**src/cod_pkg.sv**
```systemverilog
// Shared constants for the operand address decode unit: field layout,
// class and operation encodings, state codes and address limits.
// Assumes a single 20 MHz clock domain and a 16-bit word memory port.
`default_nettype none

package cod_pkg;

  // Instruction word field positions.
  localparam int CLASS_HI   = 15;
  localparam int CLASS_LO   = 12;
  localparam int WIDTH_BIT  = 11;
  localparam int OP_HI      = 10;
  localparam int OP_LO      = 8;
  localparam int IND_BIT    = 7;
  localparam int ACC_HI     = 6;
  localparam int ACC_LO     = 4;
  localparam int EXT_BIT    = 3;
  localparam int IDX_HI     = 2;
  localparam int IDX_LO     = 0;
  localparam int DISP_HI    = 7;
  localparam int TEST_HI    = 11;
  localparam int TEST_LO    = 8;
  localparam int CREL_BIT   = 11;

  // Instruction classes; one through seven are the general register group.
  localparam logic [3:0] CLASS_REG     = 4'h1;
  localparam logic [3:0] CLASS_MEM2REG = 4'h2;
  localparam logic [3:0] CLASS_REG2MEM = 4'h3;
  localparam logic [3:0] CLASS_IMM     = 4'h4;
  localparam logic [3:0] CLASS_AUTOINC = 4'h5;
  localparam logic [3:0] CLASS_AUTODEC = 4'h6;
  localparam logic [3:0] CLASS_IMMREG  = 4'h7;
  localparam logic [3:0] CLASS_BRANCH  = 4'h8;
  localparam logic [3:0] CLASS_CTRL    = 4'h9;

  // Branch tests and control sub-operations.
  localparam logic [3:0] TEST_ALWAYS = 4'h0;
  localparam logic [3:0] TEST_EQUAL  = 4'h1;
  localparam logic [2:0] CTRL_RETURN_FROM_INTERRUPT   = 3'h0;

  // Operation field codes.
  localparam logic [2:0] OP_MOVE = 3'h0;
  localparam logic [2:0] OP_SUB  = 3'h1;
  localparam logic [2:0] OP_ADD  = 3'h2;
  localparam logic [2:0] OP_AND  = 3'h3;
  localparam logic [2:0] OP_OR   = 3'h4;
  localparam logic [2:0] OP_XOR  = 3'h5;
  localparam logic [2:0] OP_CMP  = 3'h6;
  localparam logic [2:0] OP_TST  = 3'h7;

  // Address map, reset values and limits.
  localparam logic [15:0] MODULE_SPACE_BASE = 16'hf800;
  localparam logic [15:0] ABS_AREA_LIMIT    = 16'h0200;
  localparam logic [15:0] PC_RESET          = 16'h0000;
  localparam logic [15:0] STATUS_RESET      = 16'h0000;
  localparam logic [15:0] WORD_STEP         = 16'h0002;
  localparam logic [15:0] BYTE_STEP         = 16'h0001;
  localparam logic [15:0] EXT_PC_STEP       = 16'h0004;
  localparam logic [3:0]  IND_LEVEL_MAX     = 4'he;
  localparam int          STATUS_EQ_BIT     = 0;

  // Sequencer states, one-hot.
  typedef enum logic [8:0] {
    ST_IDLE = 9'b000000001,
    ST_EXT  = 9'b000000010,
    ST_ADDR = 9'b000000100,
    ST_IND  = 9'b000001000,
    ST_OPER = 9'b000010000,
    ST_EXEC = 9'b000100000,
    ST_WR   = 9'b001000000,
    ST_RST  = 9'b010000000,
    ST_RPC  = 9'b100000000
  } cod_state_e;

endpackage

`default_nettype wire

```
**src/cod_operand_decode.sv**
```systemverilog
// Instruction decode, operand address generation and execution sequencer.
// Assumes one memory port that holds a request until a one-cycle ack.
//
// Function
// - Operand byte addresses span the full 16-bit space.
// - Top 2K byte addresses are module register space, flagged as such.
// - Words sit at even addresses and are fetched in one memory access.
// - Byte operations use the high byte for even, low for odd addresses.
// - Branch displacement is signed, minus 128 to plus 127 words.
// - Branch-if-equal jumps when equal flag set, otherwise falls through.
// - Branch target is program counter plus twice the displacement.
// - Control group takes absolute low 256 words or PC-relative address.
// - Return loads status from computed location, then PC from two above.
// - General word: class, width, op, indirect, accumulator, extend, index.
// - General classes provide direct, indexed, auto, indirect, register, immediate.
// - Registers one to seven index; register zero is the program counter.
// - One-word immediate constant 0 to 15 combines into the accumulator.
// - Op code one is subtract; class three is register-to-memory.
// - Extended flag fetches the next word as extension address.
// - Odd word-mode pointers chain; fourteen levels raise unimplemented interrupt.
// - Direct-indexed address is extension word plus index register.
`default_nettype none

module cod_operand_decode
  import cod_pkg::*;
(
  input  wire logic        i_clock,        // System clock, 20 MHz.
  input  wire logic        i_nrst,         // Asynchronous reset, active low.
  input  wire logic        i_instr_valid,  // Instruction word present, taken when idle.
  input  wire logic [15:0] i_instr,        // Instruction word at the program counter.
  input  wire logic        i_mem_ack,      // Memory access complete, one cycle.
  input  wire logic [15:0] i_mem_rdata,    // Read word, valid with the ack.
  output logic             o_mem_req,      // Memory request, held until ack.
  output logic             o_mem_we,       // Request is a write.
  output logic      [15:0] o_mem_addr,     // Even word byte address.
  output logic      [15:0] o_mem_wdata,    // Write word.
  output logic      [15:0] o_pc,           // Program counter.
  output logic      [15:0] o_status,       // Processor status word.
  output logic             o_busy,         // Instruction in progress.
  output logic             o_done,         // Instruction finished, one cycle.
  output logic             o_unimpl_irq,   // Unimplemented instruction event, one cycle.
  output logic      [15:0] o_eff_addr,     // Last effective byte address.
  output logic             o_module_space  // Last effective address in module space.
);

  cod_state_e  state;
  logic [15:0] ir;
  logic [15:0] ext;
  logic [15:0] loc;
  logic [15:0] operand;
  logic [15:0] mem_word;
  logic [15:0] gpr [1:7];
  logic [3:0]  level;
  logic        ext_used;

  // Decode of the incoming word for single-cycle branch and control handling.
  logic [3:0]  in_cls;
  logic [15:0] pc_plus2;
  logic [15:0] brn_target;
  logic [15:0] ctrl_loc;
  logic        in_general;
  logic        brn_taken;

  always_comb begin
    in_cls     = i_instr[CLASS_HI:CLASS_LO];
    pc_plus2   = o_pc + WORD_STEP;
    // Sign-extended word displacement doubled into bytes.
    brn_target = o_pc + {{7{i_instr[DISP_HI]}}, i_instr[DISP_HI:0], 1'b0};
    // Absolute form reaches only the lowest 256 words.
    ctrl_loc   = i_instr[CREL_BIT] ? brn_target : {7'h00, i_instr[DISP_HI:0], 1'b0};
    in_general = (in_cls >= CLASS_REG) && (in_cls <= CLASS_IMMREG);
    brn_taken  = (i_instr[TEST_HI:TEST_LO] == TEST_ALWAYS) ||
                 ((i_instr[TEST_HI:TEST_LO] == TEST_EQUAL) && o_status[STATUS_EQ_BIT]);
  end

  // Field split of the held general register instruction.
  logic [3:0]  cls;
  logic        wbyte;
  logic [2:0]  op;
  logic        ind;
  logic [2:0]  acc;
  logic        ebit;
  logic [2:0]  xr;

  always_comb begin
    cls   = ir[CLASS_HI:CLASS_LO];
    wbyte = ir[WIDTH_BIT];
    op    = ir[OP_HI:OP_LO];
    ind   = ir[IND_BIT];
    acc   = ir[ACC_HI:ACC_LO];
    ebit  = ir[EXT_BIT];
    xr    = ir[IDX_HI:IDX_LO];
  end

  // Register zero reads as the program counter.
  function automatic logic [15:0] read_reg(input logic [2:0] sel);
    if (sel == 3'h0) begin
      read_reg = o_pc;
    end else begin
      read_reg = gpr[sel];
    end
  endfunction

  // Address arithmetic: extension plus signed index, with auto step.
  logic [15:0] xval;
  logic [15:0] aval;
  logic [15:0] base;
  logic [15:0] idxv;
  logic [15:0] step;
  logic [15:0] addr_sum;
  logic [15:0] dec_sum;
  logic [15:0] loc_sel;
  logic [15:0] pc_seq;

  always_comb begin
    xval     = read_reg(xr);
    aval     = read_reg(acc);
    base     = ebit ? ext : 16'h0000;
    idxv     = (xr != 3'h0) ? xval : 16'h0000;
    step     = wbyte ? BYTE_STEP : WORD_STEP;
    addr_sum = base + idxv;
    dec_sum  = addr_sum - step;
    loc_sel  = (cls == CLASS_AUTODEC) ? dec_sum : addr_sum;
    pc_seq   = o_pc + (ext_used ? EXT_PC_STEP : WORD_STEP);
  end

  // Operation unit; register-to-memory makes memory the destination.
  logic [15:0] dst;
  logic [15:0] src;
  logic [15:0] res;
  logic        res_zero;
  logic        writes;
  logic [15:0] mem_merge;
  logic [15:0] reg_merge;

  always_comb begin
    dst = (cls == CLASS_REG2MEM) ? operand : aval;
    src = (cls == CLASS_REG2MEM) ? aval : operand;
    unique case (op)
      OP_MOVE: res = src;
      OP_SUB:  res = dst - src;
      OP_ADD:  res = dst + src;
      OP_AND:  res = dst & src;
      OP_OR:   res = dst | src;
      OP_XOR:  res = dst ^ src;
      OP_CMP:  res = dst - src;
      OP_TST:  res = dst & src;
    endcase
    res_zero  = wbyte ? (res[7:0] == 8'h00) : (res == 16'h0000);
    writes    = (op != OP_CMP) && (op != OP_TST);
    // Byte result goes back into its own lane of the fetched word.
    if (!wbyte) begin
      mem_merge = res;
    end else if (loc[0]) begin
      mem_merge = {mem_word[15:8], res[7:0]};
    end else begin
      mem_merge = {res[7:0], mem_word[7:0]};
    end
    reg_merge = wbyte ? {dst[15:8], res[7:0]} : res;
  end

  // Sequencer: fetches, address formation, execution and program counter.
  always_ff @(posedge i_clock or negedge i_nrst) begin
    if (!i_nrst) begin
      state          <= ST_IDLE;
      ir             <= 16'h0000;
      ext            <= 16'h0000;
      loc            <= 16'h0000;
      operand        <= 16'h0000;
      mem_word       <= 16'h0000;
      level          <= 4'h0;
      ext_used       <= 1'b0;
      for (int i = 1; i <= 7; i++) begin
        gpr[i] <= 16'h0000;
      end
      o_mem_req      <= 1'b0;
      o_mem_we       <= 1'b0;
      o_mem_addr     <= 16'h0000;
      o_mem_wdata    <= 16'h0000;
      o_pc           <= PC_RESET;
      o_status       <= STATUS_RESET;
      o_busy         <= 1'b0;
      o_done         <= 1'b0;
      o_unimpl_irq   <= 1'b0;
      o_eff_addr     <= 16'h0000;
      o_module_space <= 1'b0;
    end else begin
      o_done       <= 1'b0;
      o_unimpl_irq <= 1'b0;
      if (i_mem_ack) begin
        o_mem_req <= 1'b0;
        o_mem_we  <= 1'b0;
      end
      unique case (state)
        ST_IDLE: begin
          if (i_instr_valid) begin
            ir       <= i_instr;
            ext_used <= 1'b0;
            if (in_cls == CLASS_BRANCH) begin
              o_pc   <= brn_taken ? brn_target : pc_plus2;
              o_done <= 1'b1;
            end else if (in_cls == CLASS_CTRL && i_instr[OP_HI:OP_LO] == CTRL_RETURN_FROM_INTERRUPT) begin
              o_mem_req  <= 1'b1;
              o_mem_addr <= {ctrl_loc[15:1], 1'b0};
              o_eff_addr <= ctrl_loc;
              o_module_space <= (ctrl_loc >= MODULE_SPACE_BASE);
              o_busy     <= 1'b1;
              state      <= ST_RST;
            end else if (in_general && i_instr[EXT_BIT] && in_cls != CLASS_IMM) begin
              ext_used   <= 1'b1;
              o_mem_req  <= 1'b1;
              o_mem_addr <= pc_plus2;
              o_busy     <= 1'b1;
              state      <= ST_EXT;
            end else if (in_general) begin
              o_busy <= 1'b1;
              state  <= ST_ADDR;
            end else begin
              o_pc         <= pc_plus2;
              o_unimpl_irq <= 1'b1;
            end
          end
        end
        ST_EXT: begin
          if (i_mem_ack) begin
            ext   <= i_mem_rdata;
            state <= ST_ADDR;
          end
        end
        ST_ADDR: begin
          if (cls == CLASS_REG) begin
            operand <= xval;
            loc     <= 16'h0000;
            state   <= ST_EXEC;
          end else if (cls == CLASS_IMM) begin
            // Constant 0 to 15 sits in the low nibble of the word.
            operand <= {12'h000, ir[EXT_BIT:IDX_LO]};
            loc     <= 16'h0000;
            state   <= ST_EXEC;
          end else if (cls == CLASS_IMMREG) begin
            operand <= addr_sum;
            loc     <= 16'h0000;
            state   <= ST_EXEC;
          end else begin
            if (xr != 3'h0 && cls == CLASS_AUTOINC) begin
              gpr[xr] <= xval + step;
            end else if (xr != 3'h0 && cls == CLASS_AUTODEC) begin
              gpr[xr] <= xval - step;
            end
            loc        <= loc_sel;
            level      <= ind ? 4'h1 : 4'h0;
            o_mem_req  <= 1'b1;
            o_mem_addr <= {loc_sel[15:1], 1'b0};
            state      <= ind ? ST_IND : ST_OPER;
          end
        end
        ST_IND: begin
          if (i_mem_ack) begin
            if (!wbyte && i_mem_rdata[0]) begin
              if (level == IND_LEVEL_MAX) begin
                o_unimpl_irq <= 1'b1;
                o_pc         <= pc_seq;
                o_busy       <= 1'b0;
                state        <= ST_IDLE;
              end else begin
                level      <= level + 4'h1;
                o_mem_req  <= 1'b1;
                o_mem_addr <= {i_mem_rdata[15:1], 1'b0};
              end
            end else begin
              loc        <= i_mem_rdata;
              o_mem_req  <= 1'b1;
              o_mem_addr <= {i_mem_rdata[15:1], 1'b0};
              state      <= ST_OPER;
            end
          end
        end
        ST_OPER: begin
          if (i_mem_ack) begin
            mem_word <= i_mem_rdata;
            if (wbyte) begin
              operand <= {8'h00, loc[0] ? i_mem_rdata[7:0] : i_mem_rdata[15:8]};
            end else begin
              operand <= i_mem_rdata;
            end
            state <= ST_EXEC;
          end
        end
        ST_EXEC: begin
          if (!writes) begin
            o_status[STATUS_EQ_BIT] <= res_zero;
          end
          o_eff_addr     <= loc;
          o_module_space <= (loc >= MODULE_SPACE_BASE);
          if (writes && cls == CLASS_REG2MEM) begin
            o_mem_req   <= 1'b1;
            o_mem_we    <= 1'b1;
            o_mem_addr  <= {loc[15:1], 1'b0};
            o_mem_wdata <= mem_merge;
            state       <= ST_WR;
          end else begin
            if (writes && acc != 3'h0) begin
              gpr[acc] <= reg_merge;
            end
            o_pc   <= pc_seq;
            o_done <= 1'b1;
            o_busy <= 1'b0;
            state  <= ST_IDLE;
          end
        end
        ST_WR: begin
          if (i_mem_ack) begin
            o_pc   <= pc_seq;
            o_done <= 1'b1;
            o_busy <= 1'b0;
            state  <= ST_IDLE;
          end
        end
        ST_RST: begin
          if (i_mem_ack) begin
            o_status   <= i_mem_rdata;
            o_mem_req  <= 1'b1;
            o_mem_addr <= o_mem_addr + WORD_STEP;
            state      <= ST_RPC;
          end
        end
        ST_RPC: begin
          if (i_mem_ack) begin
            o_pc   <= i_mem_rdata;
            o_done <= 1'b1;
            o_busy <= 1'b0;
            state  <= ST_IDLE;
          end
        end
      endcase
    end
  end

  // Checks on the sequencer and address formation.
  logic take_branch;
  logic take_return_from_interrupt_abs;
  logic take_ext;

  always_comb begin
    take_branch   = (state == ST_IDLE) && i_instr_valid && (in_cls == CLASS_BRANCH);
    take_return_from_interrupt_abs = (state == ST_IDLE) && i_instr_valid && (in_cls == CLASS_CTRL) &&
                    (i_instr[OP_HI:OP_LO] == CTRL_RETURN_FROM_INTERRUPT) && !i_instr[CREL_BIT];
    take_ext      = (state == ST_IDLE) && i_instr_valid && in_general &&
                    i_instr[EXT_BIT] && (in_cls != CLASS_IMM);
  end

  chk_mem_word_align: assert property (@(posedge i_clock) disable iff (!i_nrst)
    o_mem_req |-> (o_mem_addr[0] == 1'b0))
    else $error("memory request at odd address");

  chk_module_space_flag: assert property (@(posedge i_clock) disable iff (!i_nrst)
    o_done |-> (o_module_space == (o_eff_addr >= MODULE_SPACE_BASE)))
    else $error("module space flag wrong");

  chk_branch_taken_pc: assert property (@(posedge i_clock) disable iff (!i_nrst)
    (take_branch && brn_taken) |=> (o_pc == $past(brn_target) && o_done))
    else $error("taken branch target wrong");

  chk_branch_fall_pc: assert property (@(posedge i_clock) disable iff (!i_nrst)
    (take_branch && !brn_taken) |=> (o_pc == $past(pc_plus2)))
    else $error("untaken branch did not fall through");

  chk_return_from_interrupt_second_word: assert property (@(posedge i_clock) disable iff (!i_nrst)
    (state == ST_RST && i_mem_ack) |=>
      (state == ST_RPC && o_mem_req && o_mem_addr == $past(o_mem_addr) + WORD_STEP))
    else $error("return did not read word two above");

  chk_ctrl_abs_area: assert property (@(posedge i_clock) disable iff (!i_nrst)
    take_return_from_interrupt_abs |=> (o_mem_req && o_mem_addr < ABS_AREA_LIMIT))
    else $error("absolute control address outside low area");

  chk_ext_word_fetch: assert property (@(posedge i_clock) disable iff (!i_nrst)
    take_ext |=> (state == ST_EXT && o_mem_req && o_mem_addr == $past(pc_plus2)))
    else $error("extension word not fetched");

  chk_chain_level_max: assert property (@(posedge i_clock) disable iff (!i_nrst)
    (state == ST_IND && i_mem_ack && !wbyte && i_mem_rdata[0] && level == IND_LEVEL_MAX)
      |=> (o_unimpl_irq && state == ST_IDLE && !o_busy))
    else $error("indirect chain limit not enforced");

  chk_return_from_interrupt_done_window: assert property (@(posedge i_clock) disable iff (!i_nrst)
    (state == ST_RPC && i_mem_ack) |=> (o_done && o_pc == $past(i_mem_rdata)))
    else $error("return did not load program counter");

  cov_branch_taken: cover property (@(posedge i_clock) disable iff (!i_nrst)
    take_branch && brn_taken);
  cov_return_from_interrupt_complete: cover property (@(posedge i_clock) disable iff (!i_nrst)
    state == ST_RPC && i_mem_ack);
  cov_indirect_chain: cover property (@(posedge i_clock) disable iff (!i_nrst)
    state == ST_IND && level > 4'h2);
  cov_byte_mem_write: cover property (@(posedge i_clock) disable iff (!i_nrst)
    state == ST_WR && wbyte);

endmodule

`default_nettype wire

```
**config.mk**
```make
export PLATFORM = sky130hd
export DESIGN_NAME = cod_operand_decode
export DESIGN_NICKNAME = d
export VERILOG_FILES = /design/src/cod_pkg.sv /design/src/cod_operand_decode.sv
export SDC_FILE = /design/constraint.sdc
export NUM_CORES = 1
export LEC_CHECK = 0
export BUFFER_PORTS_ARGS = -buffer_cell sky130_fd_sc_hd__buf_2
export CELL_PAD_IN_SITES_DETAIL_PLACEMENT = 0
export CELL_PAD_IN_SITES_GLOBAL_PLACEMENT = 2
export CORE_ASPECT_RATIO = 1.2
export CORE_MARGIN = 1
export CORE_UTILIZATION = 39
export DETAILED_ROUTE_END_ITERATION = 12
export HOLD_SLACK_MARGIN = 0.1
export PLACE_DENSITY_LB_ADDON = 0.08
export SYNTH_ARGS = -nofsm -noshare
export SYNTH_HDL_FRONTEND = slang
export SYNTH_SLANG_ARGS = --single-unit
```
**constraint.sdc**
```tcl
create_clock -name i_clock -period 5.3 [get_ports i_clock]
set_input_delay 0.265 -clock i_clock [delete_from_list [all_inputs] [get_ports i_clock]]
set_output_delay 0.265 -clock i_clock [all_outputs]
set_load 0.02 [all_outputs]
```
# Word level (Yosys, flattened, before mapping)
# Cells that the tools add are included.
totals:
  reg_bits: 292
  latch_bits: 0
  mem_bits_rw: 0
  mem_bits_ro: 0
  input_bits: 36
  out_inout_bits: 86
  elab_cells: 317
  memories: 0
classes:
  n_addsub: 11
  mul: 0
  div: 0
  order_cmp: 8
  eq_ne: 59
  shift: 0
  n_mux: 157
  bitwise: 5
  n_reduce_logical: 50
ops:
  columns: ["cell", "count"]
  rows:
  - ["2-to-1 mux 16 bit", 54]
  - ["2-to-1 mux 112 bit", 7]
  - ["bitwise mux 112 bit", 3]
  - ["one-hot mux 112 bit (2 select lines)", 1]
  - ["one-hot mux 16 bit (5 select lines)", 2]
  - ["2-to-1 mux 9 bit", 12]
  - ["binary-select mux 16 bit (select 3 bit)", 2]
  - ["demux 16 bit (select 3 bit)", 2]
  - ["one-hot mux 16 bit (2 select lines)", 3]
  - ["one-hot mux 16 bit (6 select lines)", 1]
  - ["one-hot mux 9 bit (8 select lines)", 1]
  - ["adder 16 bit", 3]
  - ["2-to-1 mux 1 bit", 48]
  - ["inequality test 2 bit (second input constant)", 20]
  - ["adder 16 x 2 -> 16 bit (second input constant)", 2]
  - [">= comparator 16 bit (second input constant)", 2]
  - ["subtractor 16 x 2 -> 16 bit", 2]
  - ["2-to-1 mux 4 bit", 6]
  - ["AND reduction 11 bit", 2]
  - ["2-to-1 mux 6 bit", 3]
  - ["inequality test 3 bit (second input constant)", 6]
  - ["AND reduction 9 bit", 2]
  - ["adder 16 x 2 -> 16 bit", 1]
  - ["adder 16 x 3 -> 16 bit", 1]
  - ["56 further kinds", 104]

# Longest topological paths before layout
logic_depth:
  word_depth: 13
  depth_mapped: 25
  ltp_nobuf: 22

# Least setup slack after synthesis
# OpenSTA, ideal clock, no wires.
synth_timing:
  path_type: "flip-flop to flip-flop"
  startpoint: "reg ir[1]"
  endpoint: "reg o_mem_addr[15]"
  setup_ps: 125
  t_arrival_ps: 4665
  required_time_ps: 5175
  setup_slack_ps: 510
  path_stages_with_launch: 19
  n_path_buf: 4
  synth_period_minus_slack_ps: 4790
  cell_sequence: "dfrtp_1 > buf_2 > buf_2 > buf_2 > buf_1 > mux4_2 > a21oi_1 > inv_1 > ha_1 > a21o_1 > a221oi_1 > a21oi_1 > a221o_1 > xor2_1 > nor4_1 > nand4_1 > xnor2_1 > o21ai_0 > mux2_2"
synth_between:
  elab_chain_cells: 13
  word_cells_on_any_way: 15
  classes_between: "add/sub (2); mux (10); bitwise (1); reduce/logical (2)"
synth_lines:
  columns: ["item", "line_no", "source"]
  rows:
  - ["start: declaration", "cod_operand_decode.sv:47", "logic [15:0] ir;"]
  - ["start signal: assignment", "cod_operand_decode.sv:197", "ir <= i_instr;"]
  - ["NOT 3 -> 4 bit (implied by the code)", "cod_operand_decode.sv:100", "read_reg = gpr[sel];"]
  - ["binary-select mux 16 bit (select 3 bit)", "cod_operand_decode.sv:100", null]
  - ["2-to-1 mux 16 bit (implied by the code) (2 in series)", "cod_operand_decode.sv:100", null]
  - ["2-to-1 mux 16 bit", "cod_operand_decode.sv:97", "if (sel == 3'h0) begin"]
  - ["2-to-1 mux 16 bit *", "cod_operand_decode.sv:119", "idxv = (xr != 3'h0) ? xval : 16'h0000;"]
  - ["adder 16 bit *", "cod_operand_decode.sv:121", "addr_sum = base + idxv;"]
  - ["subtractor 16 x 2 -> 16 bit", "cod_operand_decode.sv:122", "dec_sum = addr_sum - step;"]
  - ["2-to-1 mux 16 bit *", "cod_operand_decode.sv:123", "loc_sel = (cls == CLASS_AUTODEC) ? dec_sum : addr_sum;"]
  - ["2-to-1 mux 16 bit *", "cod_operand_decode.sv:240", "end else if (cls == CLASS_IMMREG) begin"]
  - ["2-to-1 mux 16 bit *", "cod_operand_decode.sv:235", "end else if (cls == CLASS_IMM) begin"]
  - ["2-to-1 mux 16 bit *", "cod_operand_decode.sv:231", "if (cls == CLASS_REG) begin"]
  - ["one-hot mux 16 bit (5 select lines) *", "cod_operand_decode.sv:194", "unique case (state)"]
  - ["end signal: assignment", "cod_operand_decode.sv:204", "o_mem_addr <= {ctrl_loc[15:1], 1'b0};"]
  - ["end signal: assignment", "cod_operand_decode.sv:212", "o_mem_addr <= pc_plus2;"]
  - ["end signal: assignment", "cod_operand_decode.sv:253", "o_mem_addr <= {loc_sel[15:1], 1'b0};"]
  - ["end: declaration", "cod_operand_decode.sv:35", "output logic [15:0] o_mem_addr,"]
# Mark *: on every way between the ends. The rest lies on a longest branch, timed or not. The select of a mux whose other input is x is not followed.
# A chain may end at the register's enable or synchronous reset.

# Worst setup path after layout
layout_timing:
  startpoint: "reg ir[4]"
  endpoint: "reg gpr[15] (netlist bit)"
layout_between:
  elab_chain_cells: 13
  word_cells_on_any_way: 28
  classes_between: "add/sub (2); order compare (2); eq/ne (1); mux (14); bitwise (4); reduce/logical (5)"
layout_lines:
  columns: ["item", "line_no", "source"]
  rows:
  - ["NOT 3 -> 4 bit (implied by the code)", "cod_operand_decode.sv:100, cod_operand_decode.sv:303", null]
  - ["binary-select mux 16 bit (select 3 bit)", "cod_operand_decode.sv:100", null]
  - ["2-to-1 mux 16 bit (implied by the code) (2 in series)", "cod_operand_decode.sv:100", null]
  - ["2-to-1 mux 16 bit", "cod_operand_decode.sv:97", null]
  - ["2-to-1 mux 16 bit (on tied branches)", "cod_operand_decode.sv:137, cod_operand_decode.sv:138", null]
  - ["subtractor 16 bit (tied with other cells)", "cod_operand_decode.sv:141, cod_operand_decode.sv:146", null]
  - ["one-hot mux 16 bit (6 select lines)", "cod_operand_decode.sv:139", "unique case (op)"]
  - ["2-to-1 mux 16 bit", "cod_operand_decode.sv:159", "reg_merge = wbyte ? {dst[15:8], res[7:0]} : res;"]
  - ["bitwise mux 112 bit", "cod_operand_decode.sv:303", "gpr[acc] <= reg_merge;"]
  - ["2-to-1 mux 112 bit", "cod_operand_decode.sv:302", "if (writes && acc != 3'h0) begin"]
  - ["2-to-1 mux 112 bit", "cod_operand_decode.sv:295", "if (writes && cls == CLASS_REG2MEM) begin"]
  - ["one-hot mux 112 bit (2 select lines)", "cod_operand_decode.sv:194", null]
  - ["end signal: indexed assignment", "cod_operand_decode.sv:246", "gpr[xr] <= xval + step;"]
  - ["end signal: indexed assignment", "cod_operand_decode.sv:248", "gpr[xr] <= xval - step;"]
  - ["end signal: indexed assignment", "cod_operand_decode.sv:303", null]
  - ["end: declaration", "cod_operand_decode.sv:52", "logic [15:0] gpr [1:7];"]
# Several ways; a longest one is shown, not always the timed one. The select of a mux whose other input is x is not followed.

==> results.tsv <==
stage	metric	value	unit
clock_tree	H-tree lvl count	2	
sta	final hold violation count	0	
sta	Tcrit/Tclk final	95.8	%
worst_setup_path	Req. time, crit path	5740	ps
sta	max-slew violation count	0	
layout	nets@finish	2896	
floorplanning	Site Rows	95	
worst_setup_path	delay-heaviest family, CP	compound AO/OA/AOI/OAI gates	
min_path	Worst Hold Launch	i_instr[0]	
yosys	flops & latches, synth	292	
yosys	post-synthesis net count	2716	
power	PwrDens	583	nW/um2
floorplanning	die area	57700	um2
floorplanning	die height	263	um
min_path	hold endpoint	ir[0]$_DFFE_PN0P_	
grt	pin count of the biggest net entering global routing	135	
sta	RSZ-0062 raised after global routing	no	
grt	grt total ovfl	0	
worst_setup_path	flop-to-flop setup slack	220	ps
layout	share of cells above drive strength 1	18.9	%
routing	Vias/cell	6.36	
worst_setup_path	worst reg-to-reg path cell count	22	
grt	initial antenna violation count	3	
yosys	synthesized area per cell	8.56	um2
worst_setup_path	Slowest Stage Delay on Critical Path	430	ps
worst_setup_path	crit path kind	reg -> reg	
clock_tree	CTS clk-pin slew, worst paths	60	ps
run	max cap viols	0	
sta	final setup violating endpoints	0	
routing	via count	22400	
floorplanning	Chip Width	219	um
min_path	HP Class	in -> reg	
sta	Worst Max-Slew Pin Slew	1260	ps
clock_tree	CTS Buf Count	36	
status	status	finished clean	
yosys	sequential area share after synthesis	33.1	%
sta	Setup TNS	0	ps
worst_setup_path	sum of buffers and inverters on the critical path	5	
sta	clock period minus worst slack	5080	ps
yosys	top_reg_cell synth	dfrtp_1	
worst_setup_path	critical path launch point type	flop	
layout	antenna cell count	0	
routing	Post-Route WL	106000	um
routing	drt pass-1 iters	6	
layout	highest-count cells in the layout ignoring fill and taps	nand2_1 (317), dfrtp_1 (287), nor2_1 (188)	
grt	GRT Util Overall	36.3	%
power	Peak VDD IR	0.000311	V
yosys	EDFF count, synth	0	
yosys	synth unique cells	98	
yosys	Ys Warns	0	
worst_setup_path	Worst setup EP type	flop	
yosys	Mapped Cells	2583	
grt	vias in the first global route	21800	
clock_tree	CTS Buffer Depth	3	
layout	Layout Utilization	46.0	%
worst_setup_path	Crit-path slowest cell	dfrtp_2	
min_path	Worst Hold Depth	3	
layout	commonest non-fill, non-tap cell in the layout	nand2_1	
yosys	mapped cell area	22100	um2
place	GPL Wtd Cong	0.986	
worst_setup_path	R2R Path End	gpr[15]$_DFFE_PN0P_	
worst_setup_path	CP arrival	5510	ps
clock_tree	Clock Sinks	292	
worst_setup_path	CP max FO	16	
routing	ANT nets after route	0	
sta	Max transition margin	16.0	%
sta	maximum clock rate	197	MHz
floorplanning	core area	56000	um2
sta	clock skew	23.0	ps
layout	area delta synth->final	16.4	%
worst_setup_path	RR Startpoint	ir[4]$_DFFE_PN0P_	
clock_tree	insertion delay to the later sink of the worst-skew pair	570	ps
worst_setup_path	worst-path cell chain	buf_12, buf_4, mux2i_1, o22ai_1, nor2_2, buf_4, o31a_1, inv_1, nor4_4, a21oi_1, xnor2_1, ha_1, or3_1, nor3_1, a21oi_1, a31o_2, a21oi_1, xnor2_1, xnor2_2, a211oi_4, buf_12, o31ai_1	
yosys	ys async rst share	100	%
worst_setup_path	crit-path most repeated cell	a21oi_1	
floorplanning	# IOs	122	
place	port bufs	121	
power	LEAKAGE	0.0115	uW
grt	first-pass GRT wire length	152000	um
floorplanning	Initial Util	39.5	%
clock_tree	CTS tree	built	
layout	fill count	5613	
clock_tree	Clock Tree Root	clkbuf_16	
routing	1st-iter DRT viols	2322	
place	DP HPWL	80100	um
routing	mean routed wirelength per cell	30.1	um
routing	Post-route DRC	0	
where the power goes:
group          switching [uW]  internal (uW)  leakage, uW  total (uW)
clock                    1050           1470     0.000581        2530
sequential                575           2740      0.00388        3310
combinational            5950           3210      0.00702        9160
total                    7580           7430       0.0115       15000
cell type report:
type | instances | area [um2] | share of cell area (%)
Clock buffer | 53 | 1050 | 4.07
Clock inverter | 12 | 125 | 0.486
Inverter | 84 | 315 | 1.23
Multi-Input combinational cell | 2036 | 13800 | 53.7
Sequential cell | 292 | 7310 | 28.4
Tap cell | 727 | 910 | 3.54
Timing Repair Buffer | 313 | 2200 | 8.54
how the worst max path moves through the flow:
stage | start | endpoint | slack, ps | cells after the start
2_1_floorplan | ir[1]$_DFFE_PN0P_ | o_mem_addr[15]$_DFFE_PN0P_ | 510 | 18
6_report | ir[4]$_DFFE_PN0P_ | gpr[15]$_DFFE_PN0P_ | 220 | 22
5_1_grt | ir[5]$_DFFE_PN0P_ | o_status[0]$_DFFE_PN0P_ | 30 | 24
3_3_place_gp | ir[4]$_DFFE_PN0P_ | o_status[0]$_DFFE_PN0P_ | 90 | 21
4_1_cts | ir[4]$_DFFE_PN0P_ | o_status[0]$_DFFE_PN0P_ | 3 | 21
3_5_place_dp | ir[4]$_DFFE_PN0P_ | gpr[95]$_DFFE_PN0P_ | 80 | 22
Yosys cell counts, drive strengths merged (11+ instances only):
cell type,count,area share [%]
a21o,21,0.71
a31oi,18,0.51
and3,33,0.93
a222oi,12,0.54
nor2,192,3.3
mux2i,68,3.1
xor2,35,1.4
mux2,95,4.8
a221o,16,0.72
nand3,51,1.2
o21a,15,0.52
dfrtp,291,33
nand4,13,0.40
a21oi,153,3.5
inv,84,1.4
o221ai,47,1.9
buf,69,1.7
o211ai,11,0.37
a211oi,35,1.2
nor3,51,1.2
o21ai,195,4.4
o31ai,20,0.79
xnor2,76,3.0
and2,25,0.71
a22o,59,2.3
or2,12,0.34
nor2b,35,0.99
nand2b,27,0.76
nor4,14,0.49
or3,20,0.57
clkbuf,102,1.7
o22ai,95,2.8
ha,90,5.1
a221oi,47,1.9
a22oi,20,0.68
nand2,317,5.4
worst register-to-register path, cell delays in order (launching register included):
cell and delay [ps]:
dfrtp_2 430, buf_12 170, buf_4 250, mux2i_1 360, o22ai_1 140, nor2_2 210
buf_4 160, o31a_1 160, inv_1 150, nor4_4 310, a21oi_1 120, xnor2_1 130
ha_1 200, or3_1 420, nor3_1 270, a21oi_1 110, a31o_2 250, a21oi_1 220
xnor2_1 140, xnor2_2 180, a211oi_4 330, buf_12 170, o31ai_1 80
routing by layer:
layer | global-route usage, % | vias to the layer above | wire, um
li1 | - | 9943 | -
met1 | 44.2 | 11100 | 41900
met2 | 59.3 | 1039 | 49400
met3 | 5.22 | 268 | 6250
met4 | 24.1 | 4 | 8160
met5 | 0 | - | 23
cells by family after synthesis:
| logic type | count (synthesis) | share of synthesized area (%) |
|---|---|---|
| and+or+nand+nor | 834 | 17.9 |
| DFF | 292 | 33.1 |
| adders and majority gates | 97 | 5.73 |
| xor gates and xnor gates | 111 | 4.43 |
| muxes | 168 | 8.48 |
| AOI/OAI and AO/OA | 826 | 25.5 |
| buffers and inverters | 255 | 4.91 |
metrics by stage:
step	instance area [um2]	power (uW)	cells	hold WS, ps	setup WS [ps]
2_1_floorplan	22100	8710	2583	-30.6	510
3_3_place_gp	24400	12200	3438	188	92.3
3_5_place_dp	24400	12300	3438	192	77.6
4_1_cts	25600	14800	3513	101	3.07
5_1_grt	25700	15800	3517	145	32.1
6_report	25700	15000	3517	142	222
registers in the layout (all words and copies together) (netlist names), 16 cells and up:
register and count:
gpr 112, ext 16, ir 16, loc 16
mem_word 16, o_eff_addr 16, o_mem_addr 16, o_mem_wdata 16
o_pc 16, o_status 16, operand 16
repair_timing:
item / 4_1_cts / 5_1_grt
gates resized for setup: 0 / 14
buffers inserted: 0 / 4
hold buffers: 10 / 0
endpoints found under the hold margin: 53 / 0
endpoints found under the setup margin: 0 / 33
Power figures use the tool's default switching activity.
